===== config.mk =====
export PLATFORM = sky130hd
export DESIGN_NAME = irs_slave
export DESIGN_NICKNAME = d
export VERILOG_FILES = /design/src/core/irs_regmem.v /design/src/core/irs_slave.v
export VERILOG_INCLUDE_DIRS = /design/src /design/src/common
export SDC_FILE = /design/constraint.sdc
export NUM_CORES = 2
export LEC_CHECK = 0
export ABC_AREA = 0
export BUFFER_PORTS_ARGS = -buffer_cell sky130_fd_sc_hd__buf_2
export CAP_MARGIN = 20
export CORE_ASPECT_RATIO = 0.75
export CORE_MARGIN = 4
export CORE_UTILIZATION = 57
export DETAILED_ROUTE_END_ITERATION = 8
export MAX_ROUTING_LAYER = met4
export PLACE_DENSITY = 0.73
export SLEW_MARGIN = 10
export SYNTH_ARGS = -nofsm -noshare
export SYNTH_HDL_FRONTEND = slang
export SYNTH_SLANG_ARGS = --single-unit

===== constraint.sdc =====
create_clock -name I_MCLK -period 7.85 [get_ports I_MCLK]
set_input_delay 0.3925 -clock I_MCLK [delete_from_list [all_inputs] [get_ports I_MCLK]]
set_output_delay 0.3925 -clock I_MCLK [all_outputs]
set_load 0.1 [all_outputs]

===== src/common/irs_consts.vh =====
// Purpose: constants for the serial register read slave
// Assumes: 125 MHz system clock
// Notes:   all offsets, codes and counts live here
`ifndef IRS_CONSTS_VH
`define IRS_CONSTS_VH
// fixed upper five address bits
`define IRS_ADDR_UPPER    5'h17
// read-routing selection register sub-address
`define IRS_ROUTE_SUBADDR 8'hFF
`define IRS_ROUTE_RESET   4'h0
// pointer reset value
`define IRS_PTR_RESET     8'h00
// clock period in ns and stretch time in us
`define IRS_CLK_NS        8
`define IRS_STRETCH_US    128
`define IRS_STRETCH_CYC   ((`IRS_STRETCH_US * 1000) / `IRS_CLK_NS)
// registers 00h..8Fh need the wait
`define IRS_SLOW_LAST     8'h8F
`endif


===== src/core/irs_regmem.v =====
// Purpose: small register array read by the serial slave
// Assumes: one write port, one registered read port
// Notes:   contents are loaded by the decoder cores outside this block
`timescale 1ns/1ns
module irs_regmem (
   input  wire       i_clk,
   input  wire       i_we,
   input  wire [7:0] i_waddr,
   input  wire [7:0] i_wdata,
   input  wire [7:0] i_raddr,
   output reg  [7:0] o_rdata
);
   reg [7:0] mem [0:255];

   // write then registered read
   always @(posedge i_clk) begin
      if (i_we) begin
         mem[i_waddr] <= i_wdata;
      end
      o_rdata <= mem[i_raddr];
   end
endmodule


===== src/core/irs_slave.v =====
// Purpose: slave side of the two-phase register read transaction
// Assumes: scl and sda are sampled by I_MCLK, far faster than the bus
// Notes:   write transfers only load the pointer; no data writes here
//
// Summary of operation
// RULE1 - a read is an address phase loading the pointer, then a data phase.
// RULE2 - the master opens the address phase with start, address and bit 0.
// RULE3 - the device acknowledges its address and the sub-address byte.
// RULE4 - the master ends the address phase with stop and sends no data.
// RULE5 - the master opens the data phase with start, address and bit 1.
// RULE6 - the device sends bytes msb first from the loaded pointer.
// RULE7 - the master acknowledges each byte it wants continued.
// RULE8 - on a not-acknowledge the device releases sda until the stop.
// RULE9 - address select pins are caught when reset is released.
// RULE10 - reads go to the lowest core whose routing bit is set.
// RULE11 - the device may hold scl low for wait periods.
// RULE12 - an acknowledged read byte advances the pointer by one.
`timescale 1ns/1ns
`include "irs_consts.vh"
module irs_slave #(
   parameter STRETCH_CYC = `IRS_STRETCH_CYC
) (
   input  wire       I_MCLK,
   input  wire       I_SYS_RST,
   input  wire       i_scl,
   input  wire       i_sda,
   input  wire       i_addr_select_bit0,
   input  wire       i_addr_select_bit1,
   input  wire [3:0] i_route_sel,
   input  wire       i_core_busy,
   input  wire       i_mem_we,
   input  wire [7:0] i_mem_waddr,
   input  wire [7:0] i_mem_wdata,
   output reg        o_sda_oe_n,
   output wire       o_sda_out,
   output reg        o_scl_oe_n,
   output wire       o_scl_out,
   output reg  [1:0] o_core_sel,
   output reg  [7:0] o_reg_ptr,
   output reg        o_busy
);
   localparam ST_IDLE  = 3'h0;
   localparam ST_ADDR  = 3'h1;
   localparam ST_AACK  = 3'h2;
   localparam ST_SUB   = 3'h3;
   localparam ST_SACK  = 3'h4;
   localparam ST_TX    = 3'h5;
   localparam ST_MACK  = 3'h6;
   localparam ST_WAIT  = 3'h7;

   // lowest set routing bit picks the core
   function [1:0] lowest_core;
      input [3:0] bits;
      begin
         if (bits[0]) lowest_core = 2'h0;
         else if (bits[1]) lowest_core = 2'h1;
         else if (bits[2]) lowest_core = 2'h2;
         else lowest_core = 2'h3;
      end
   endfunction

   ////////////////////////////////////////////////////////////////////////
   // pin synchronisers: two flops before any logic looks
   reg [1:0] scl_sync;
   reg [1:0] sda_sync;
   reg [1:0] as0_sync;
   reg [1:0] as1_sync;
   reg       scl_q;
   reg       sda_q;
   reg       rst_q;
   reg [6:0] my_addr;

   always @(posedge I_MCLK) begin
      if (I_SYS_RST) begin
         scl_sync <= 2'h3;
         sda_sync <= 2'h3;
         scl_q    <= 1'b1;
         sda_q    <= 1'b1;
      end else begin
         scl_sync <= {scl_sync[0], i_scl};
         sda_sync <= {sda_sync[0], i_sda};
         scl_q    <= scl_sync[1];
         sda_q    <= sda_sync[1];
      end
      as0_sync <= {as0_sync[0], i_addr_select_bit0};
      as1_sync <= {as1_sync[0], i_addr_select_bit1};
      rst_q    <= I_SYS_RST;
   end

   wire scl_rise = scl_sync[1] & ~scl_q;
   wire scl_fall = ~scl_sync[1] & scl_q;
   wire start_c  = scl_sync[1] & scl_q & sda_q & ~sda_sync[1];
   wire stop_c   = scl_sync[1] & scl_q & ~sda_q & sda_sync[1];

   // RULE9 strap latch
   // caught on the first clock after reset release, never under reset
   always @(posedge I_MCLK) begin
      if (I_SYS_RST) begin
         my_addr <= {`IRS_ADDR_UPPER, 2'h0};
      end else if (rst_q) begin
         my_addr <= {`IRS_ADDR_UPPER, as1_sync[1], as0_sync[1]};
      end
   end

   ////////////////////////////////////////////////////////////////////////
   // register array read at the pointer
   wire [7:0] rd_byte;
   irs_regmem u_mem (
      .i_clk   (I_MCLK),
      .i_we    (i_mem_we),
      .i_waddr (i_mem_waddr),
      .i_wdata (i_mem_wdata),
      .i_raddr (o_reg_ptr),
      .o_rdata (rd_byte)
   );

   ////////////////////////////////////////////////////////////////////////
   // transaction state
   reg [2:0]  state;
   reg [3:0]  bit_cnt;
   reg [7:0]  shreg;
   reg        rd_dir;
   reg [16:0] wait_cnt;
   reg        data_set;

   assign o_sda_out = 1'b0;
   assign o_scl_out = 1'b0;

   // main sequencer; open-drain enables are active low
   always @(posedge I_MCLK) begin
      if (I_SYS_RST) begin
         state      <= ST_IDLE;
         bit_cnt    <= 4'h0;
         shreg      <= 8'h00;
         rd_dir     <= 1'b0;
         o_sda_oe_n <= 1'b1;
         o_scl_oe_n <= 1'b1;
         o_reg_ptr  <= `IRS_PTR_RESET;
         o_core_sel <= 2'h0;
         o_busy     <= 1'b0;
         wait_cnt   <= 17'h00000;
         data_set   <= 1'b0;
      end else if (stop_c) begin
         // RULE8 release on stop
         state      <= ST_IDLE;
         data_set   <= 1'b0;
         o_sda_oe_n <= 1'b1;
         o_scl_oe_n <= 1'b1;
         o_busy     <= 1'b0;
      end else if (start_c) begin
         // RULE1 every start begins a fresh phase
         state      <= ST_ADDR;
         bit_cnt    <= 4'h0;
         data_set   <= 1'b0;
         o_sda_oe_n <= 1'b1;
         o_busy     <= 1'b1;
      end else begin
         case (state)
            ST_IDLE: begin
               o_sda_oe_n <= 1'b1;
            end
            ST_ADDR, ST_SUB: begin
               if (scl_rise) begin
                  shreg   <= {shreg[6:0], sda_sync[1]};
                  bit_cnt <= bit_cnt + 4'h1;
               end else if (scl_fall && bit_cnt == 4'h8) begin
                  bit_cnt <= 4'h0;
                  if (state == ST_ADDR) begin
                     // RULE3 ack own address only
                     if (shreg[7:1] == my_addr) begin
                        rd_dir     <= shreg[0];
                        o_sda_oe_n <= 1'b0;
                        o_core_sel <= lowest_core(i_route_sel); // RULE10
                        state      <= ST_AACK;
                     end else begin
                        state <= ST_IDLE;
                     end
                  end else begin
                     // RULE3 ack sub-address and load pointer
                     o_reg_ptr  <= shreg;
                     o_sda_oe_n <= 1'b0;
                     state      <= ST_SACK;
                  end
               end
            end
            ST_AACK: begin
               if (scl_fall) begin
                  bit_cnt <= 4'h0;
                  if (rd_dir) begin
                     // RULE6 first byte from loaded pointer
                     shreg      <= {rd_byte[6:0], 1'b0};
                     o_sda_oe_n <= rd_byte[7];
                     state      <= ST_TX;
                  end else begin
                     o_sda_oe_n <= 1'b1;
                     state      <= ST_SUB;
                  end
               end
            end
            ST_SACK: begin
               // RULE4 nothing further expected before stop
               if (scl_fall) begin
                  o_sda_oe_n <= 1'b1;
                  state      <= ST_IDLE;
               end
            end
            ST_TX: begin
               // RULE6 shift out msb first on each falling edge
               if (scl_fall) begin
                  bit_cnt <= bit_cnt + 4'h1;
                  if (bit_cnt == 4'h7) begin
                     o_sda_oe_n <= 1'b1;
                     state      <= ST_MACK;
                  end else begin
                     o_sda_oe_n <= shreg[7];
                     shreg      <= {shreg[6:0], 1'b0};
                  end
               end
            end
            ST_MACK: begin
               if (scl_rise) begin
                  if (!sda_sync[1]) begin
                     // RULE12 advance pointer on master ack
                     // RULE7 master wants another byte
                     o_reg_ptr <= o_reg_ptr + 8'h01;
                     wait_cnt  <= (o_reg_ptr <= `IRS_SLOW_LAST) ?
                                  STRETCH_CYC[16:0] : 17'h00000;
                     state     <= ST_WAIT;
                  end else begin
                     // RULE8 not-ack releases sda
                     o_sda_oe_n <= 1'b1;
                     state      <= ST_IDLE;
                  end
               end
            end
            ST_WAIT: begin
               // RULE11 hold scl low while the core fetches the byte
               if (scl_fall) begin
                  o_scl_oe_n <= 1'b0;
               end
               if (data_set) begin
                  // sda settled a cycle ago, so scl may rise now
                  data_set   <= 1'b0;
                  o_scl_oe_n <= 1'b1;
                  state      <= ST_TX;
               end else if (!o_scl_oe_n || !scl_sync[1]) begin
                  if (wait_cnt != 17'h00000) begin
                     wait_cnt <= wait_cnt - 17'h00001;
                  end
                  // bit7 goes out before scl is let go; moving sda
                  // with scl rising would break the data setup time
                  if ((wait_cnt == 17'h00000) && !i_core_busy
                      && !o_scl_oe_n) begin
                     data_set   <= 1'b1;
                     bit_cnt    <= 4'h0;
                     shreg      <= {rd_byte[6:0], 1'b0};
                     o_sda_oe_n <= rd_byte[7];
                  end
               end
            end
            default: begin
               state <= ST_IDLE;
            end
         endcase
      end
   end
endmodule


Word-level counts from Yosys, hierarchy flattened
Memory sizes are Yosys's and may differ from the RTL's. A register that Yosys moved wholly into a read port is not among the register bits.
Index checks and enable logic that the tools add are counted.
Word-level totals
  memory bits (writable): 2048
  memories: 1
  logic and storage cells: 179
  bits in registers: 60
Memory list
  u_mem.mem: words 256, width 8, rd ports 1, clocked after Yosys merged registers in 1, wr ports 1, line irs_regmem.v:13  | reg [7:0] mem [0:255];
Cells by class
  bitwise operators: 14
  reductions and logical operators: 29
  multiplexer cells: 70
  magnitude comparators: 1
  add/subtract/negate cells: 3
  equality and inequality tests: 41
Operators with widths (number)
  8-bit 2-to-1 mux: 13
  17-bit 2-to-1 mux: 5
  2-bit != test, second input constant: 18
  3-bit != test, second input constant: 12
  17-bit case mux with 2 select lines: 1
  3-bit 2-to-1 mux: 11
  4-bit 2-to-1 mux: 8
  8-bit case mux with 4 select lines: 1
  8-bit AND reduction: 3
  1-bit 2-to-1 mux: 23
  11-bit AND reduction: 2
  3-bit case mux with 6 select lines: 1
  9-bit AND reduction: 2
  17-bit zero test: 1
  17-bit nonzero test: 1
  17-bit by 1-bit subtractor with 17-bit output, second input constant: 1
  4-bit case mux with 4 select lines: 1
  8-bit case mux with 2 select lines: 1
  14-bit 2-to-1 mux: 1
  3-bit == test, second input constant: 4
  8-bit by 1-bit adder with 8-bit output, second input constant: 1
  8-bit <= comparator, second input constant: 1
  1-bit AND: 7
  7-bit == test: 1
  other kinds (22): 38

Depth between registers and ports, before layout
  word-level depth: 8
  depth in mapped cells: 13
  gate-level depth less buffers: 9

Cells and area by module
A second synthesis with hierarchy kept.
Second synthesis, totals
  cell total of the unflattened synthesis: 4138
  area total of the unflattened synthesis: 82898.3 um2
Modules (own cells, without submodules)
  irs_regmem: area each 79556.3 um2, cells an instance 3733, seq. area each 61659.1 um2, instances 1
  irs_slave: area each 3342.0 um2, cells an instance 405, seq. area each 1201.2 um2, instances 1

Worst setup path after synthesis
OpenSTA, ideal clock, no wires.
  path type: register to register
  start point: register o_reg_ptr[0]
  end point: register u_mem.o_rdata[5], read port of u_mem.mem
  path buffers: 3
  clock period less this slack: 3.254 ns
  arrival time: 3.141 ns
  cell stages (with the launch flop): 9
  required time: 7.736 ns
  path slack: 4.596 ns
  path through: dfxtp_1 > buf_6 > buf_6 > buf_2 > mux4_2 > mux4_2 > o311ai_1 > o22ai_1 > a21o_1
RTL lines
  start: declaration: line irs_slave.v:39  | output reg [7:0] o_reg_ptr,
  start signal: assignment: line irs_slave.v:138  | o_reg_ptr <= `IRS_PTR_RESET;
  start signal: assignment: line irs_slave.v:180  | o_reg_ptr <= shreg;
  start signal: assignment: line irs_slave.v:225  | o_reg_ptr <= o_reg_ptr + 8'h01;
  end: declaration: line irs_regmem.v:11  | output reg [7:0] o_rdata

==> results_dict.tcl <==
set metrics [dict create \
    crit_type "reg -> reg" \
    die_y_um 339 \
    ff_latch_area_um2 62900 \
    synth.distinct_cells 82 \
    fin_worst_hold_slack_ns 0.105 \
    synth-compound-area-share_pct 3.41 \
    fill_cells 9564 \
    num_vias 43300 \
    cts_buffer_depth 3 \
    rsz0062_at_grt "no" \
    outcome "finished clean" \
    hp-start "i_mem_wdata[5]" \
    cp_data_arrival_time_ns 5.32 \
    r2r_setup_slack_ns 3.24 \
    synth-seq-area-share_pct 75.5 \
    avgSynthCellArea_um2 20.1 \
    drive_gt1_share_pct 21.5 \
    drc_errors 0 \
    hold_end "u_mem.mem[114][5]$_DFFE_PP_" \
    max-slew-margin-rel_pct 22.5 \
    peakVddDrop_mv 0.169 \
    cts_root_buf "clkbuf_16" \
    ys.flop_type "edfxtp_1" \
    cts_setup_buffers 0 \
    yosys.area.top_type "edfxtp_1" \
    worst_ep_required_time_ns 8.57 \
    finalSetupViolCount 0 \
    routed_wl_mm 210 \
    min_period_over_period_pct 58.7 \
    synth_area_leaders "edfxtp_1 (74%), mux4_2 (13%), mux2i_1 (2.2%)" \
    fin_skew_ns 0.0343 \
    critPathCaptureType "register" \
    grt_use_total_pct 28.5 \
    htree_levels 4 \
    rows 121 \
    layout_min_cycle_time_ns 4.61 \
    grt_overflow 0 \
    grtUsageMet3_pct 9.02 \
    io_pins 43 \
    p_per_area_nw_per_um2 242 \
    first_global_vias 41200 \
    cp-start-kind "register" \
    nets 4256 \
    worstHoldPathCells 1 \
    synth_area_um2 83300 \
    synthArstFlopShare_pct 0 \
    r2r-start "o_reg_ptr[0]$_SDFFE_PP0P_" \
    grt_antenna_before_repair 8 \
    top_usage_layer "met1" \
    min_path_type "in -> reg" \
    core-area_um2 145000 \
    start_util_pct 57.4 \
    area_growth_pct 9.91 \
    detail-route-antenna-nets 0 \
    cap_violations 0 \
    worst_slew_pin_slew_ns 1.16 \
    synth-simple-area-share_pct 3.48 \
    grt_use_met1_pct 42.3 \
    cts.clk_slew.worst_paths_ns 0.07 \
    post_drt_wl_per_cell_um 33.3 \
    drtPass1Iterations 8 \
    tritoncts "done" \
    globalplace.congestion 0.932 \
    dieWidth_um 449 \
    multiInputGateArea_um2 18900 \
    hold_viol_final 0 \
    crit_fanout 61 \
    synth_seq_cells 2116 \
    synth_top_area_share_pct 73.8 \
    p_leak_nw 27.3 \
    slew_violations 0 \
    synth_top_family_by_area "multiplexers" \
    synth_fa_ha_area_share_pct 0.0751 \
    synth_cells 4152 \
    tns_ns 0 \
    layout_common_cells "edfxtp_1 (2048), mux4_2 (492), nor2_1 (338), clkbuf_16 (191), mux2i_1 (180)" \
    grt_use_met2_pct 37.6 \
    post_synth_xor_area_fraction_pct 0.126 \
    grt_max_degree 152 \
    die_area_um2 152000 \
    yosysWarnings 0 \
    numCtsBuffers 190 \
    fmax_mhz 217 \
    synth_edf_count 2048 \
    grt_pass1_wl_mm 303 \
    viasPerCell 6.87 \
    ff2ff_path_depth 7 \
    clock-sinks 2116 \
    timing.rr.end "u_mem.o_rdata[5]$_DFF_P_" \
    post_synth_mux_area_share_pct 15.6 \
    mostFrequentLayoutCell "edfxtp_1" \
    numPortBuffers 39 \
    drt_iter0_markers 6892 \
    dp_hpwl_mm 126 \
    worstSkewPairLatency_ns 0.82 \
]
logic make-up after synthesis:
| group | after synthesis |
|---|---|
| other | 1 |
| AOI/OAI and AO/OA | 403 |
| and+or+nand+nor | 658 |
| muxes | 679 |
| buffers and inverters | 278 |
| xor gates and xnor gates | 12 |
| adders and majority gates | 5 |
| DFF | 2116 |
sequential cells by signal, indices dropped and copies added (netlist names), 2 cells and up:
register,cells
o_core_sel,2
u_mem.mem,2048
o_reg_ptr,8
state,3
wait_cnt,17
bit_cnt,4
as0_sync,2
scl_sync,2
u_mem.o_rdata,8
sda_sync,2
as1_sync,2
my_addr,2
shreg,8
what timing repair did:
action,CTS,global route
hold buffers,9,0
hold endpoints to repair,7,0
gates resized for setup,0,0
worst max-delay path, stage by stage (launching register included):
cell and delay (ns):
dfxtp_4 0.91, buf_12 0.44, buf_4 0.40, mux4_2 0.55, mux4_2 0.56, o311ai_1 0.70
o22ai_1 0.42, a21o_1 0.28
through the flow:
step | setup slack, ns | cells | power (W) | area, µm² | util (%)
floorplan | 4.60 | 4153 | 0.0129 | 83300 | -
global placement | 3.50 | 5926 | 0.0131 | 85200 | 58.7
detailed placement | 3.51 | 5927 | 0.0131 | 85300 | 58.7
CTS | 3.49 | 6291 | 0.0222 | 91500 | 63.0
global route | 3.22 | 6295 | 0.0228 | 91500 | 63.0
finish | 3.24 | 6298 | 0.0221 | 91500 | 63.0
final cells by class:
| cell class | count | area share (%) |
|---|---|---|
| sequential | 2116 | 68.7 |
| multi-input combinational | 1759 | 20.6 |
| clock buffer | 223 | 5.39 |
| tap | 1906 | 2.61 |
| clock inverter | 132 | 1.33 |
| timing repair buffer | 138 | 1.24 |
| inverter | 18 | 0.0765 |
| antenna | 6 | 0.0164 |
how the worst max path moves through the flow:
stage / startpoint / end / cells past startpoint
after detailed placement: o_reg_ptr[0]$_SDFFE_PP0P_ / u_mem.o_rdata[5]$_DFF_P_ / 7
after floorplan: o_reg_ptr[0]$_SDFFE_PP0P_ / u_mem.o_rdata[5]$_DFF_P_ / 8
final: o_reg_ptr[0]$_SDFFE_PP0P_ / u_mem.o_rdata[5]$_DFF_P_ / 7
after global placement: o_reg_ptr[0]$_SDFFE_PP0P_ / u_mem.o_rdata[5]$_DFF_P_ / 7
after global routing: o_reg_ptr[0]$_SDFFE_PP0P_ / u_mem.o_rdata[5]$_DFF_P_ / 9
after CTS: o_reg_ptr[0]$_SDFFE_PP0P_ / u_mem.o_rdata[5]$_DFF_P_ / 7
Yosys cell counts, types with 12 or more instances:
| library cell | number |
|---|---|
| mux4_2 | 492 |
| a31oi_1 | 12 |
| nor2b_1 | 27 |
| nor2_1 | 339 |
| inv_1 | 16 |
| o21ai_0 | 54 |
| a21oi_1 | 89 |
| a221oi_1 | 45 |
| buf_2 | 60 |
| mux2i_1 | 180 |
| buf_1 | 20 |
| nand4_1 | 25 |
| o22ai_1 | 13 |
| o211ai_1 | 19 |
| a22oi_1 | 43 |
| edfxtp_1 | 2048 |
| nand2b_1 | 13 |
| o21ai_1 | 15 |
| dfxtp_1 | 68 |
| clkbuf_1 | 113 |
| nand2_1 | 137 |
| buf_6 | 35 |
| nand3_1 | 50 |
| buf_4 | 24 |
| a211oi_1 | 14 |
layer usage:
layer	routed length (µm)	part of all wire (%)	up-vias
li1	-	-	17300
met3	29800	14	481
met4	7400	3.5	0
met1	82000	39	22400
met2	90700	43	3060
met5	0	0	-
report_power, final:
group	switching (W)	internal [W]	total, W	leakage, nW
registers	0.0000446	0.0124	0.0125	19.0
logic	0.000345	0.0000935	0.000438	5.29
clock network	0.00414	0.00511	0.00925	3.02
total	0.00453	0.0176	0.0221	27.3
No activity file was read; power rests on OpenSTA's default activity.
